`src/hw/abx_pkg.sv`:
```
// Package for the arithmetic, bit and branch execution block.
// Assumes one core clock, synchronous active-low reset, AXI4-Lite access.
//
// Contract
// - Add working register and addressed file register.
// - Destination bit selects working or file register.
// - Arithmetic right shift keeps MSb, LSb to carry.
// - Add with carry-in, steer, update flags.
// - Bit clear changes one bit, no flags.
// - Bit test skips next when bit clear.
// - Relative jump adds signed 9-bit offset.
// - Relative jump takes two instruction cycles.

package abx_pkg;

  // ****************************************
  // Bus and register map
  // ****************************************
  localparam int ADDR_W = 12;
  localparam logic [ADDR_W-1:0] OFF_WORK = 12'h000;
  localparam logic [ADDR_W-1:0] OFF_STATUS = 12'h004;
  localparam logic [ADDR_W-1:0] OFF_PC = 12'h008;
  localparam logic [ADDR_W-1:0] OFF_CMD = 12'h00C;
  localparam logic [ADDR_W-1:0] OFF_STATE = 12'h010;
  localparam logic [ADDR_W-1:0] OFF_CYCLES = 12'h014;
  localparam logic [2:0] FILE_REGION = 3'h1;
  localparam logic [1:0] RESP_OKAY = 2'h0;
  localparam logic [1:0] RESP_SLVERR = 2'h2;

  // ****************************************
  // Field positions
  // ****************************************
  localparam int STAT_C_BIT = 0;
  localparam int STAT_HC_BIT = 1;
  localparam int STAT_Z_BIT = 2;
  localparam int CMD_OP_LSB = 0;
  localparam int CMD_DEST_BIT = 3;
  localparam int CMD_FIDX_LSB = 4;
  localparam int CMD_BIT_LSB = 11;
  localparam int CMD_K_LSB = 16;
  localparam int K_W = 9;

  // ****************************************
  // Reset values and counts
  // ****************************************
  localparam logic [7:0] RST_WORK = 8'h00;
  localparam logic [7:0] RST_FILE = 8'h00;
  localparam logic [31:0] RST_CMD = 32'h0000_0000;
  localparam int FILE_DEPTH = 128;
  localparam int PC_WIDTH = 15;
  localparam int JUMP_CYCLES = 2;

  // ****************************************
  // Operations and states
  // ****************************************
  typedef enum logic [2:0] {
    OP_NOP = 3'b000,
    OP_ADD = 3'b001,
    OP_ASR = 3'b010,
    OP_ADDC = 3'b011,
    OP_BCLR = 3'b100,
    OP_BTSZ = 3'b101,
    OP_JUMP = 3'b110,
    OP_RSVD = 3'b111
  } abx_op_t;

  typedef enum logic [1:0] {
    ST_IDLE = 2'b00,
    ST_EXEC = 2'b01,
    ST_REFILL = 2'b10
  } abx_state_t;

endpackage : abx_pkg

```
`src/hw/abx_alu.sv`:
```
// Combinational datapath for add, add with carry, shift and bit ops.
// Assumes operands are stable for the cycle in which they are used.
`timescale 1ns/1ps
`default_nettype none

module abx_alu
  import abx_pkg::*;
(
  // Operands
  input wire abx_op_t op,
  input wire logic [7:0] work,
  input wire logic [7:0] fval,
  input wire logic carry_in,
  input wire logic [2:0] bit_idx,
  // Results
  output logic [7:0] result,
  output logic carry_out,
  output logic half_out,
  output logic zero_out,
  output logic upd_c,
  output logic upd_hc,
  output logic upd_z,
  output logic has_result,
  output logic bit_val
);

  logic [8:0] sum9;
  logic [4:0] low5;
  logic cin;

  always_comb begin
    cin = (op == OP_ADDC) ? carry_in : 1'b0;
    sum9 = {1'b0, work} + {1'b0, fval} + {8'h00, cin};
    low5 = {1'b0, work[3:0]} + {1'b0, fval[3:0]} + {4'h0, cin};
    bit_val = fval[bit_idx];
    result = fval;
    carry_out = carry_in;
    half_out = low5[4];
    upd_c = 1'b0;
    upd_hc = 1'b0;
    upd_z = 1'b0;
    has_result = 1'b0;
    unique case (op)
      OP_ADD, OP_ADDC: begin
        result = sum9[7:0];
        carry_out = sum9[8];
        upd_c = 1'b1;
        upd_hc = 1'b1;
        upd_z = 1'b1;
        has_result = 1'b1;
      end
      OP_ASR: begin
        result = {fval[7], fval[7:1]};
        carry_out = fval[0];
        upd_c = 1'b1;
        upd_z = 1'b1;
        has_result = 1'b1;
      end
      OP_BCLR: begin
        result = fval & ~(8'h01 << bit_idx);
        has_result = 1'b1;
      end
      OP_NOP, OP_BTSZ, OP_JUMP, OP_RSVD: begin
        result = fval;
      end
    endcase
    zero_out = (result == 8'h00);
  end

endmodule : abx_alu
`default_nettype wire

```
`src/hw/abx_exec_top.sv`:
```
// Execution block with AXI4-Lite register access and a flop file.
// Assumes one clock, synchronous active-low reset, well-formed AXI master.
`timescale 1ns/1ps
`default_nettype none

module abx_exec_top
  import abx_pkg::*;
#(
  parameter int DEPTH = FILE_DEPTH,
  parameter int PC_W = PC_WIDTH
) (
  // Clock, reset, enable
  input wire logic aclk,
  input wire logic aresetn,
  input wire logic aclk_en,
  // Write address
  input wire logic awvalid,
  output logic awready,
  input wire logic [ADDR_W-1:0] awaddr,
  input wire logic [2:0] awprot,
  // Write data
  input wire logic wvalid,
  output logic wready,
  input wire logic [31:0] wdata,
  input wire logic [3:0] wstrb,
  // Write response
  output logic bvalid,
  input wire logic bready,
  output logic [1:0] bresp,
  // Read address
  input wire logic arvalid,
  output logic arready,
  input wire logic [ADDR_W-1:0] araddr,
  input wire logic [2:0] arprot,
  // Read data
  output logic rvalid,
  input wire logic rready,
  output logic [31:0] rdata,
  output logic [1:0] rresp,
  // Core state
  output logic [PC_W-1:0] pc_out,
  output logic busy_out
);

  // ****************************************
  // Helpers
  // ****************************************
  function automatic logic map_ok(input logic [ADDR_W-1:0] a);
    logic [ADDR_W-1:0] w;
    w = {a[ADDR_W-1:2], 2'b00};
    map_ok = (w == OFF_WORK) || (w == OFF_STATUS) || (w == OFF_PC) ||
             (w == OFF_CMD) || (w == OFF_STATE) || (w == OFF_CYCLES) ||
             (a[ADDR_W-1:9] == FILE_REGION);
  endfunction : map_ok

  function automatic logic [31:0] merge(input logic [31:0] old, input logic [31:0] nw,
                                        input logic [3:0] strb);
    merge = old;
    for (int i = 0; i < 4; i++) begin
      if (strb[i]) begin
        merge[8*i +: 8] = nw[8*i +: 8];
      end
    end
  endfunction : merge

  // ****************************************
  // State
  // ****************************************
  abx_state_t state_q;
  logic [7:0] work_q;
  logic [7:0] file_q [DEPTH];
  logic c_q, hc_q, z_q;
  logic skip_q;
  logic [PC_W-1:0] pc_q;
  logic [31:0] cmd_q;
  logic [31:0] cycles_q;
  logic awready_q, wready_q, bvalid_q, arready_q, rvalid_q;
  logic aw_got_q, w_got_q;
  logic [ADDR_W-1:0] awaddr_q;
  logic [31:0] wdata_q;
  logic [3:0] wstrb_q;
  logic [1:0] bresp_q, rresp_q;
  logic [31:0] rdata_q;
  logic busy_q;

  // Command fields
  abx_op_t op;
  logic dest;
  logic [6:0] fidx;
  logic [2:0] bidx;
  logic [K_W-1:0] kofs;
  logic [7:0] fsel;
  assign op = abx_op_t'(cmd_q[CMD_OP_LSB +: 3]);
  assign dest = cmd_q[CMD_DEST_BIT];
  assign fidx = cmd_q[CMD_FIDX_LSB +: 7];
  assign bidx = cmd_q[CMD_BIT_LSB +: 3];
  assign kofs = cmd_q[CMD_K_LSB +: K_W];
  assign fsel = file_q[fidx];

  logic [7:0] res;
  logic c_n, hc_n, z_n, upd_c, upd_hc, upd_z, has_res, bit_val;

  abx_alu u_alu (
    .op(op),
    .work(work_q),
    .fval(fsel),
    .carry_in(c_q),
    .bit_idx(bidx),
    .result(res),
    .carry_out(c_n),
    .half_out(hc_n),
    .zero_out(z_n),
    .upd_c(upd_c),
    .upd_hc(upd_hc),
    .upd_z(upd_z),
    .has_result(has_res),
    .bit_val(bit_val)
  );

  logic exec_do, discard, to_file, to_work;
  assign exec_do = (state_q == ST_EXEC) && !skip_q;
  assign discard = (state_q == ST_EXEC) && skip_q;
  assign to_file = exec_do && has_res && (dest || op == OP_BCLR);
  assign to_work = exec_do && has_res && !dest && op != OP_BCLR;

  // ****************************************
  // AXI4-Lite write path
  // ****************************************
  logic wr_fire, idle, sw_wr;
  logic [ADDR_W-1:0] wa;
  assign wr_fire = aw_got_q && w_got_q && !bvalid_q;
  assign idle = (state_q == ST_IDLE);
  assign wa = {awaddr_q[ADDR_W-1:2], 2'b00};
  assign sw_wr = wr_fire && idle && map_ok(awaddr_q);

  always_ff @(posedge aclk) begin
    if (!aresetn) begin
      awready_q <= 1'b0;
      aw_got_q <= 1'b0;
      awaddr_q <= '0;
    end else if (aclk_en) begin
      if (awvalid && awready_q) begin
        awaddr_q <= awaddr;
        aw_got_q <= 1'b1;
        awready_q <= 1'b0;
      end else if (wr_fire) begin
        aw_got_q <= 1'b0;
      end else if (!aw_got_q && !bvalid_q) begin
        awready_q <= 1'b1;
      end
    end
  end

  always_ff @(posedge aclk) begin
    if (!aresetn) begin
      wready_q <= 1'b0;
      w_got_q <= 1'b0;
      wdata_q <= '0;
      wstrb_q <= '0;
    end else if (aclk_en) begin
      if (wvalid && wready_q) begin
        wdata_q <= wdata;
        wstrb_q <= wstrb;
        w_got_q <= 1'b1;
        wready_q <= 1'b0;
      end else if (wr_fire) begin
        w_got_q <= 1'b0;
      end else if (!w_got_q && !bvalid_q) begin
        wready_q <= 1'b1;
      end
    end
  end

  always_ff @(posedge aclk) begin
    if (!aresetn) begin
      bvalid_q <= 1'b0;
      bresp_q <= RESP_OKAY;
    end else if (aclk_en) begin
      if (wr_fire) begin
        bvalid_q <= 1'b1;
        bresp_q <= sw_wr ? RESP_OKAY : RESP_SLVERR;
      end else if (bvalid_q && bready) begin
        bvalid_q <= 1'b0;
      end
    end
  end

  // ****************************************
  // AXI4-Lite read path
  // ****************************************
  logic [31:0] rd_word;
  logic [ADDR_W-1:0] ra;
  assign ra = {araddr[ADDR_W-1:2], 2'b00};

  always_comb begin
    rd_word = 32'h0000_0000;
    if (araddr[ADDR_W-1:9] == FILE_REGION) begin
      rd_word = {24'h00_0000, file_q[araddr[8:2]]};
    end else if (ra == OFF_WORK) begin
      rd_word = {24'h00_0000, work_q};
    end else if (ra == OFF_STATUS) begin
      rd_word = {29'h0000_0000, z_q, hc_q, c_q};
    end else if (ra == OFF_PC) begin
      rd_word = {{(32-PC_W){1'b0}}, pc_q};
    end else if (ra == OFF_CMD) begin
      rd_word = cmd_q;
    end else if (ra == OFF_STATE) begin
      rd_word = {28'h000_0000, state_q, skip_q, busy_q};
    end else if (ra == OFF_CYCLES) begin
      rd_word = cycles_q;
    end
  end

  always_ff @(posedge aclk) begin
    if (!aresetn) begin
      arready_q <= 1'b0;
      rvalid_q <= 1'b0;
      rdata_q <= '0;
      rresp_q <= RESP_OKAY;
    end else if (aclk_en) begin
      if (arvalid && arready_q) begin
        arready_q <= 1'b0;
        rvalid_q <= 1'b1;
        rdata_q <= rd_word;
        rresp_q <= map_ok(araddr) ? RESP_OKAY : RESP_SLVERR;
      end else if (rvalid_q && rready) begin
        rvalid_q <= 1'b0;
      end else if (!rvalid_q) begin
        arready_q <= 1'b1;
      end
    end
  end

  // ****************************************
  // Instruction sequencing
  // ****************************************
  always_ff @(posedge aclk) begin
    if (!aresetn) begin
      state_q <= ST_IDLE;
      busy_q <= 1'b0;
      cmd_q <= RST_CMD;
    end else if (aclk_en) begin
      unique case (state_q)
        ST_IDLE: begin
          if (sw_wr && wa == OFF_CMD) begin
            cmd_q <= merge(cmd_q, wdata_q, wstrb_q);
            state_q <= ST_EXEC;
            busy_q <= 1'b1;
          end
        end
        ST_EXEC: begin
          if (exec_do && op == OP_JUMP) begin
            state_q <= ST_REFILL;
          end else begin
            state_q <= ST_IDLE;
            busy_q <= 1'b0;
          end
        end
        ST_REFILL: begin
          state_q <= ST_IDLE;
          busy_q <= 1'b0;
        end
        default: begin
          state_q <= ST_IDLE;
          busy_q <= 1'b0;
        end
      endcase
    end
  end

  always_ff @(posedge aclk) begin
    if (!aresetn) begin
      skip_q <= 1'b0;
    end else if (aclk_en) begin
      if (exec_do && op == OP_BTSZ && !bit_val) begin
        skip_q <= 1'b1;
      end else if (discard) begin
        skip_q <= 1'b0;
      end
    end
  end

  always_ff @(posedge aclk) begin
    if (!aresetn) begin
      pc_q <= '0;
    end else if (aclk_en) begin
      if (exec_do && op == OP_JUMP) begin
        pc_q <= pc_q + PC_W'(1) + PC_W'($signed(kofs));
      end else if (state_q == ST_EXEC) begin
        pc_q <= pc_q + PC_W'(1);
      end else if (sw_wr && wa == OFF_PC) begin
        pc_q <= PC_W'(merge({{(32-PC_W){1'b0}}, pc_q}, wdata_q, wstrb_q));
      end
    end
  end

  always_ff @(posedge aclk) begin
    if (!aresetn) begin
      cycles_q <= '0;
    end else if (aclk_en && state_q != ST_IDLE) begin
      cycles_q <= cycles_q + 32'h0000_0001;
    end
  end

  // ****************************************
  // Working register, flags, file
  // ****************************************
  always_ff @(posedge aclk) begin
    if (!aresetn) begin
      work_q <= RST_WORK;
    end else if (aclk_en) begin
      if (to_work) begin
        work_q <= res;
      end else if (sw_wr && wa == OFF_WORK && wstrb_q[0]) begin
        work_q <= wdata_q[7:0];
      end
    end
  end

  always_ff @(posedge aclk) begin
    if (!aresetn) begin
      c_q <= 1'b0;
      hc_q <= 1'b0;
      z_q <= 1'b0;
    end else if (aclk_en) begin
      if (exec_do) begin
        if (upd_c) c_q <= c_n;
        if (upd_hc) hc_q <= hc_n;
        if (upd_z) z_q <= z_n;
      end else if (sw_wr && wa == OFF_STATUS && wstrb_q[0]) begin
        c_q <= wdata_q[STAT_C_BIT];
        hc_q <= wdata_q[STAT_HC_BIT];
        z_q <= wdata_q[STAT_Z_BIT];
      end
    end
  end

  always_ff @(posedge aclk) begin
    if (!aresetn) begin
      for (int i = 0; i < DEPTH; i++) begin
        file_q[i] <= RST_FILE;
      end
    end else if (aclk_en) begin
      if (to_file) begin
        file_q[fidx] <= res;
      end else if (sw_wr && awaddr_q[ADDR_W-1:9] == FILE_REGION && wstrb_q[0]) begin
        file_q[awaddr_q[8:2]] <= wdata_q[7:0];
      end
    end
  end

  // Outputs
  assign awready = awready_q;
  assign wready = wready_q;
  assign bvalid = bvalid_q;
  assign bresp = bresp_q;
  assign arready = arready_q;
  assign rvalid = rvalid_q;
  assign rdata = rdata_q;
  assign rresp = rresp_q;
  assign pc_out = pc_q;
  assign busy_out = busy_q;

  logic [8:0] exp_add, exp_addc;
  assign exp_add = {1'b0, work_q} + {1'b0, fsel};
  assign exp_addc = {1'b0, work_q} + {1'b0, fsel} + {8'h00, c_q};
endmodule : abx_exec_top
`default_nettype wire

```
`config.mk`:
```
export PLATFORM = sky130hd
export DESIGN_NAME = abx_exec_top
export DESIGN_NICKNAME = d
export VERILOG_FILES = /design/src/hw/abx_pkg.sv /design/src/hw/abx_alu.sv /design/src/hw/abx_exec_top.sv
export SDC_FILE = /design/constraint.sdc
export NUM_CORES = 2
export LEC_CHECK = 0
export ABC_CLOCK_PERIOD_IN_PS = 7000
export BUFFER_PORTS_ARGS = -buffer_cell sky130_fd_sc_hd__buf_2
export CORE_MARGIN = 2
export CORE_UTILIZATION = 45
export DETAILED_ROUTE_END_ITERATION = 6
export GPL_TIMING_DRIVEN = 0
export PLACE_DENSITY = 0.71
export SYNTH_ARGS = -nofsm -noshare
export SYNTH_HDL_FRONTEND = slang
export SYNTH_HIERARCHICAL = 1
export SYNTH_SLANG_ARGS = --single-unit
```
`constraint.sdc`:
```
create_clock -name aclk -period 7 [get_ports aclk]
set_clock_uncertainty 0.15 [all_clocks]
set_input_delay 1.4 -clock aclk [delete_from_list [all_inputs] [get_ports aclk]]
set_output_delay 1.4 -clock aclk [all_outputs]
set_load 0.02 [all_outputs]
```
-- Word-level counts from Yosys, hierarchy flattened
Memory sizes are Yosys's and may differ from the RTL's.
Index checks and enable logic that the tools add are counted.
- flip-flop bits (word level): 185
- bits in writable memories: 1024
- bits of input ports: 74
- output and inout port bits: 57
- logic and storage cells: 240
- memories: 1
- memory list (name ; depth ; width ; rd ports ; clocked after memory_dff ; wr ports ; RTL line ; RTL):
    file_q ; 128 ; 8 ; 2 ; 0 ; 128 ; abx_exec_top.sv:71 ; logic [7:0] file_q [DEPTH];
- add/subtract/negate cells: 7
- $lt $le $gt $ge: 1
- eq/ne operators: 30
- shift operators: 1
- mux-type cells: 73
- bitwise operators: 2
- reduce and logical (&&, ||, !) cells: 98
- operators with widths (operator ; number):
    32-bit two-way mux ; 7
    1-bit two-way mux ; 46
    15-bit two-way mux ; 3
    10-bit by 2-bit equality test with 1-bit output (second input constant) ; 4
    10-bit by 3-bit equality test with 1-bit output (second input constant) ; 4
    8-bit two-way mux ; 5
    32-bit by 1-bit adder with 32-bit output (second input constant) ; 1
    8-bit one-hot mux with 4 select lines ; 1
    1-bit logical AND ; 29
    12-bit logical NOT ; 2
    3-bit AND reduction ; 8
    2-bit AND reduction ; 11
    7-bit two-way mux ; 3
    10-bit by 1-bit equality test with 1-bit output (second input constant) ; 2
    10-bit logical NOT ; 2
    4-bit AND reduction ; 5
    2-bit nonzero test ; 10
    8-bit OR reduction ; 2
    15-bit by 1-bit adder with 15-bit output (second input constant) ; 1
    15-bit adder ; 1
    1-bit logical OR ; 13
    3-bit equality test (second input constant) ; 4
    2-bit by 1-bit inequality test with 1-bit output (second input constant) ; 6
    8-bit by 8-bit adder with 9-bit output ; 1
    25 further kinds ; 41

-- Depth between registers and ports, before layout
- word-level depth: 17
- depth in mapped cells: 20
- gate-level depth less buffers: 17

-- Cells and area by module
The synthesis kept the hierarchy.
- modules (own cells, without submodules) (module ; times used ; cells each ; area each (sq um) ; seq. area each (sq um)):
    abx_exec_top ; 1 ; 4674 ; 61707.9 ; 34373.0
    abx_alu ; 1 ; 99 ; 787.0 ; 0.0

-- Worst setup path before layout
Ideal clock, no wire load.
- path kind: register to register
- start point: register cmd_q[4]
- end point: memory file_q[100][5], data pin
- setup time: 0.265 ns
- arrival time: 4.535 ns
- required time: 6.585 ns
- setup slack: 2.050 ns
- cell stages (with the launch flop): 18
- path buffers: 5
- clock period less this slack: 4.950 ns
- cell sequence: dfxtp_1 -> buf_2 -> buf_2 -> buf_2 -> mux4_2 -> mux4_2 -> mux2i_1 -> a221oi_1 -> fa_1 -> a211oi_1 -> o21ai_0 -> nand3b_1 -> o21ai_0 -> a221o_1 -> mux2i_1 -> clkbuf_1 -> clkbuf_1 -> nor2_1
- RTL lines (element ; RTL line ; RTL):
    start: declaration ; abx_exec_top.sv:75 ; logic [31:0] cmd_q;
    start signal: assignment ; abx_exec_top.sv:246 ; cmd_q <= merge(cmd_q, wdata_q, wstrb_q);
    end: declaration ; abx_exec_top.sv:71 ;

==> impl_metrics.py <==
metrics = {
    "critical_path": {
        "worstSetupStartpointType": "register",
        "r2r_setup_slack_ps": -220,
        "worstPathRequired_ps": 7380,
        "reg2reg_depth": 17,
        "worstSetupPathType": "register to register",
        "end_kind": "register",
        "timing.rr.start": "cmd_q[5]",
        "arrival_ps": 7600,
        "crit_path_max_fanout": 10,
        "setup.worst_path.start": "cmd_q[5]",
        "r2r_end": "file_q[94][7]",
        "critPathCapture": "file_q[94][7]",
    },
    "clock_network": {
        "cts_sinks": 1205,
        "cts-root-buf": "clkbuf_16",
        "ctsHoldBuffers": 0,
        "clkTransAtPathRegs_ps": 60,
        "htree_levels": 4,
        "worst_skew_pair.late_latency_ps": 840,
        "cts_tree": "done",
        "clockBufferDepth": 3,
        "cts-buffers-inserted": 134,
    },
    "routing": {
        "ant_nets": 0,
        "vias": 49299,
        "drt_wl_total_um": 289000,
        "wire_per_inst_um": 41.60,
        "via_per_inst": 7.095,
        "drc_errors": 8,
        "drt_iter0_drc": 10034,
        "firstDrtPassIters": 7,
    },
    "synth": {
        "synth_async_sr_flop_share_pct": 0,
        "seq_area_frac_synth_pct": 55.00,
        "yosysUniqueCellTypes": 90,
        "synth.area.top_cells": "edfxtp_1, mux4_2, nor2_1",
        "synth.top_cell.area_share_pct": 49.20,
        "synth_top_cell_by_area": "edfxtp_1",
        "yosysWarnings": 6,
        "netlist_instances": 4773,
        "avgSynthCellArea_um2": 13.09,
        "synth_commonest_cells": "nor2_1, edfxtp_1, mux4_2",
        "synth_edf_count": 1024,
        "synth_top_flop_cell": "edfxtp_1",
        "syn-cell-area_um2": 62490,
        "yosysMostFrequentCell": "nor2_1",
        "synth_seq_cells": 1205,
    },
    "sta": {
        "period_share_pct": 103.1,
        "worstMarginPinSlew_ps": 1812,
        "rsz0062_at_grt": "false",
        "slew_viol_final": 55,
        "setup_violations": 188,
        "hold_violations": 0,
        "fin_crit_ps": 7217,
        "max-slew-margin-rel_pct": -20.81,
        "fin_tns_setup_ps": -17180,
        "timing.final.ws_setup_ps": -216.6,
        "max_freq_mhz": 138.6,
        "hold_ws_ps": 296.5,
    },
    "grt": {
        "grt-busiest-layer": "met2",
        "gr-usage-met1_pct": 48.44,
        "antenna_found_initial": 20,
        "grt_max_degree": 17,
        "gr-total-overflow": 0,
        "track_usage_pct": 40.58,
        "globalRouteMet2Util_pct": 56.85,
        "grt_pass1_wl_um": 384700,
        "grt_pass1_vias": 46183,
        "grt_use_met3_pct": 17.59,
    },
    "floorplan": {
        "pin_count": 131,
        "initial_core_util_pct": 45.40,
        "dieArea_um2": 141900,
        "row_count": 136,
        "die_w_um": 376.7,
        "die_y_um": 376.7,
        "coreArea_um2": 137700,
    },
    "pwr": {
        "irDropWorstVdd_v": 0.0002225,
        "internal-power_mw": 12.75,
        "finalPower_mw": 17.21,
        "power_density_nw_per_um2": 245.3,
        "leakage_nw": 22.80,
        "p_sw_mw": 4.466,
        "pwr-share-comb_pct": 9.4,
        "p_seq_share_pct": 48.0,
        "swShare_pct": 25.95,
        "p_clk_share_pct": 42.6,
    },
    "run": {
        "maxCapViolations": 5,
    },
    "finish": {
        "final_util_pct": 50.97,
        "fill_cells": 11745,
        "area_growth_pct": 12.27,
        "final_nets": 5130,
        "finalNonFillerCells": 6948,
        "design_area_um2": 70160,
        "multiInputGateArea_um2": 26340,
        "register_area_um2": 34370,
        "drive_gt1_share_pct": 23.55,
    },
    "run_status": {
        "status": "finished with violations",
        "violations": "DRC, capacitance limit, slew limit, setup timing",
    },
    "placement": {
        "post-place-ws_ps": -1865,
        "place_area_um2": 65500,
        "gp_congestion": 1.092,
        "dp_hpwl_um": 209500,
        "dp.cells": 6689,
        "io_buffers": 114,
    },
    "min_path": {
        "hp-class": "register to register",
        "min_path_cells": 2,
    },
}
-- power groups by stage --
stage	Combinational, mW	Sequential [mW]	Clock [mW]
5_1_grt	1.56	8.28	7.56
2_1_floorplan	0.787	8.31	0
3_3_place_gp	1.49	8.37	0
3_5_place_dp	1.50	8.39	0
4_1_cts	1.50	8.24	7.28
6_report	1.62	8.26	7.34
-- routing by layer --
| metal | vias up | share of wire (%) |
|---|---|---|
| li1 | 18598 | - |
| met1 | 24673 | 32 |
| met2 | 4825 | 41 |
| met3 | 1189 | 16 |
| met4 | 14 | 10 |
| met5 | - | 0.033 |
-- timing repair --
action | 4_1_cts | 5_1_grt
setup buffers | 0 | 0
setup endpoints to repair | 1024 | 736
resized for setup | 68 | 56
-- registers in the layout (all words and copies together), names as in the netlist, 2 cells and up --
register / cells
awaddr_q: 10
cmd_q: 32
cycles_q: 32
file_q: 1024
pc_out: 15
rdata: 32
state_q: 2
wdata_q: 32
work_q: 8
wstrb_q: 4
-- cell families after synthesis --
group / after synthesis / share of synthesized area (%)
AO/OA/AOI/OAI: 433 / 4.509
XOR/XNOR: 55 / 0.7708
adder cells (fa/ha/maj): 26 / 0.5566
buffers and inverters: 415 / 2.963
flip-flops: 1205 / 55.00
multiplexers: 713 / 23.55
other: 1 / 0.006000
AND/OR/NAND/NOR: 1925 / 12.65
-- worst min-delay path by stage --
stage,from,end,slack (ps)
after CTS,rdata[22],rdata[22],300
final,rdata[28],rdata[28],300
after floorplan,cmd_q[14],cmd_q[14],280
after global placement,rdata[22],rdata[22],290
after global routing,rdata[28],rdata[28],320
after detailed placement,rdata[22],rdata[22],290
-- area by class of cell --
cell class	instances	area share, %
diodes	15	0.05350
plain buffers	380	2.727
clock buffers	165	5.047
clock inverters	80	1.268
inverters	34	0.1819
multi-input cells	3154	37.54
flip-flops and latches	1205	48.99
well taps	1794	3.199
repair buffers	121	0.9897
-- worst max-delay path: stages (launching register included) --
cell and delay (ps):
dfxtp_1 750, buf_4 410, buf_2 490, mux4_2 460, mux4_2 560, mux2i_2 600, a22o_1 290, a221oi_4 80
fa_1 510, a211oi_1 420, o211ai_1 170, o211ai_1 140, xor2_1 170, o21ai_0 190, mux2i_1 430, clkbuf_4 540
clkbuf_2 460, nor2_1 80
-- placed cells by master, fill, tap and decap left out, types with 34 or more instances in the layout --
master / synthesis / final
buf_2: 90 / 196
mux4_2: 602 / 602
nand2_1: 495 / 495
dfxtp_1: 181 / 181
inv_1: 34 / 34
clkbuf_16: 0 / 137
clkbuf_2: 1 / 73
clkbuf_1: 235 / 176
edfxtp_1: 1024 / 1024
mux2i_1: 98 / 95
o21ai_0: 80 / 80
a21oi_1: 136 / 136
nor2_1: 1164 / 1163
nand3_1: 44 / 44
Power figures use the tool's default switching activity.
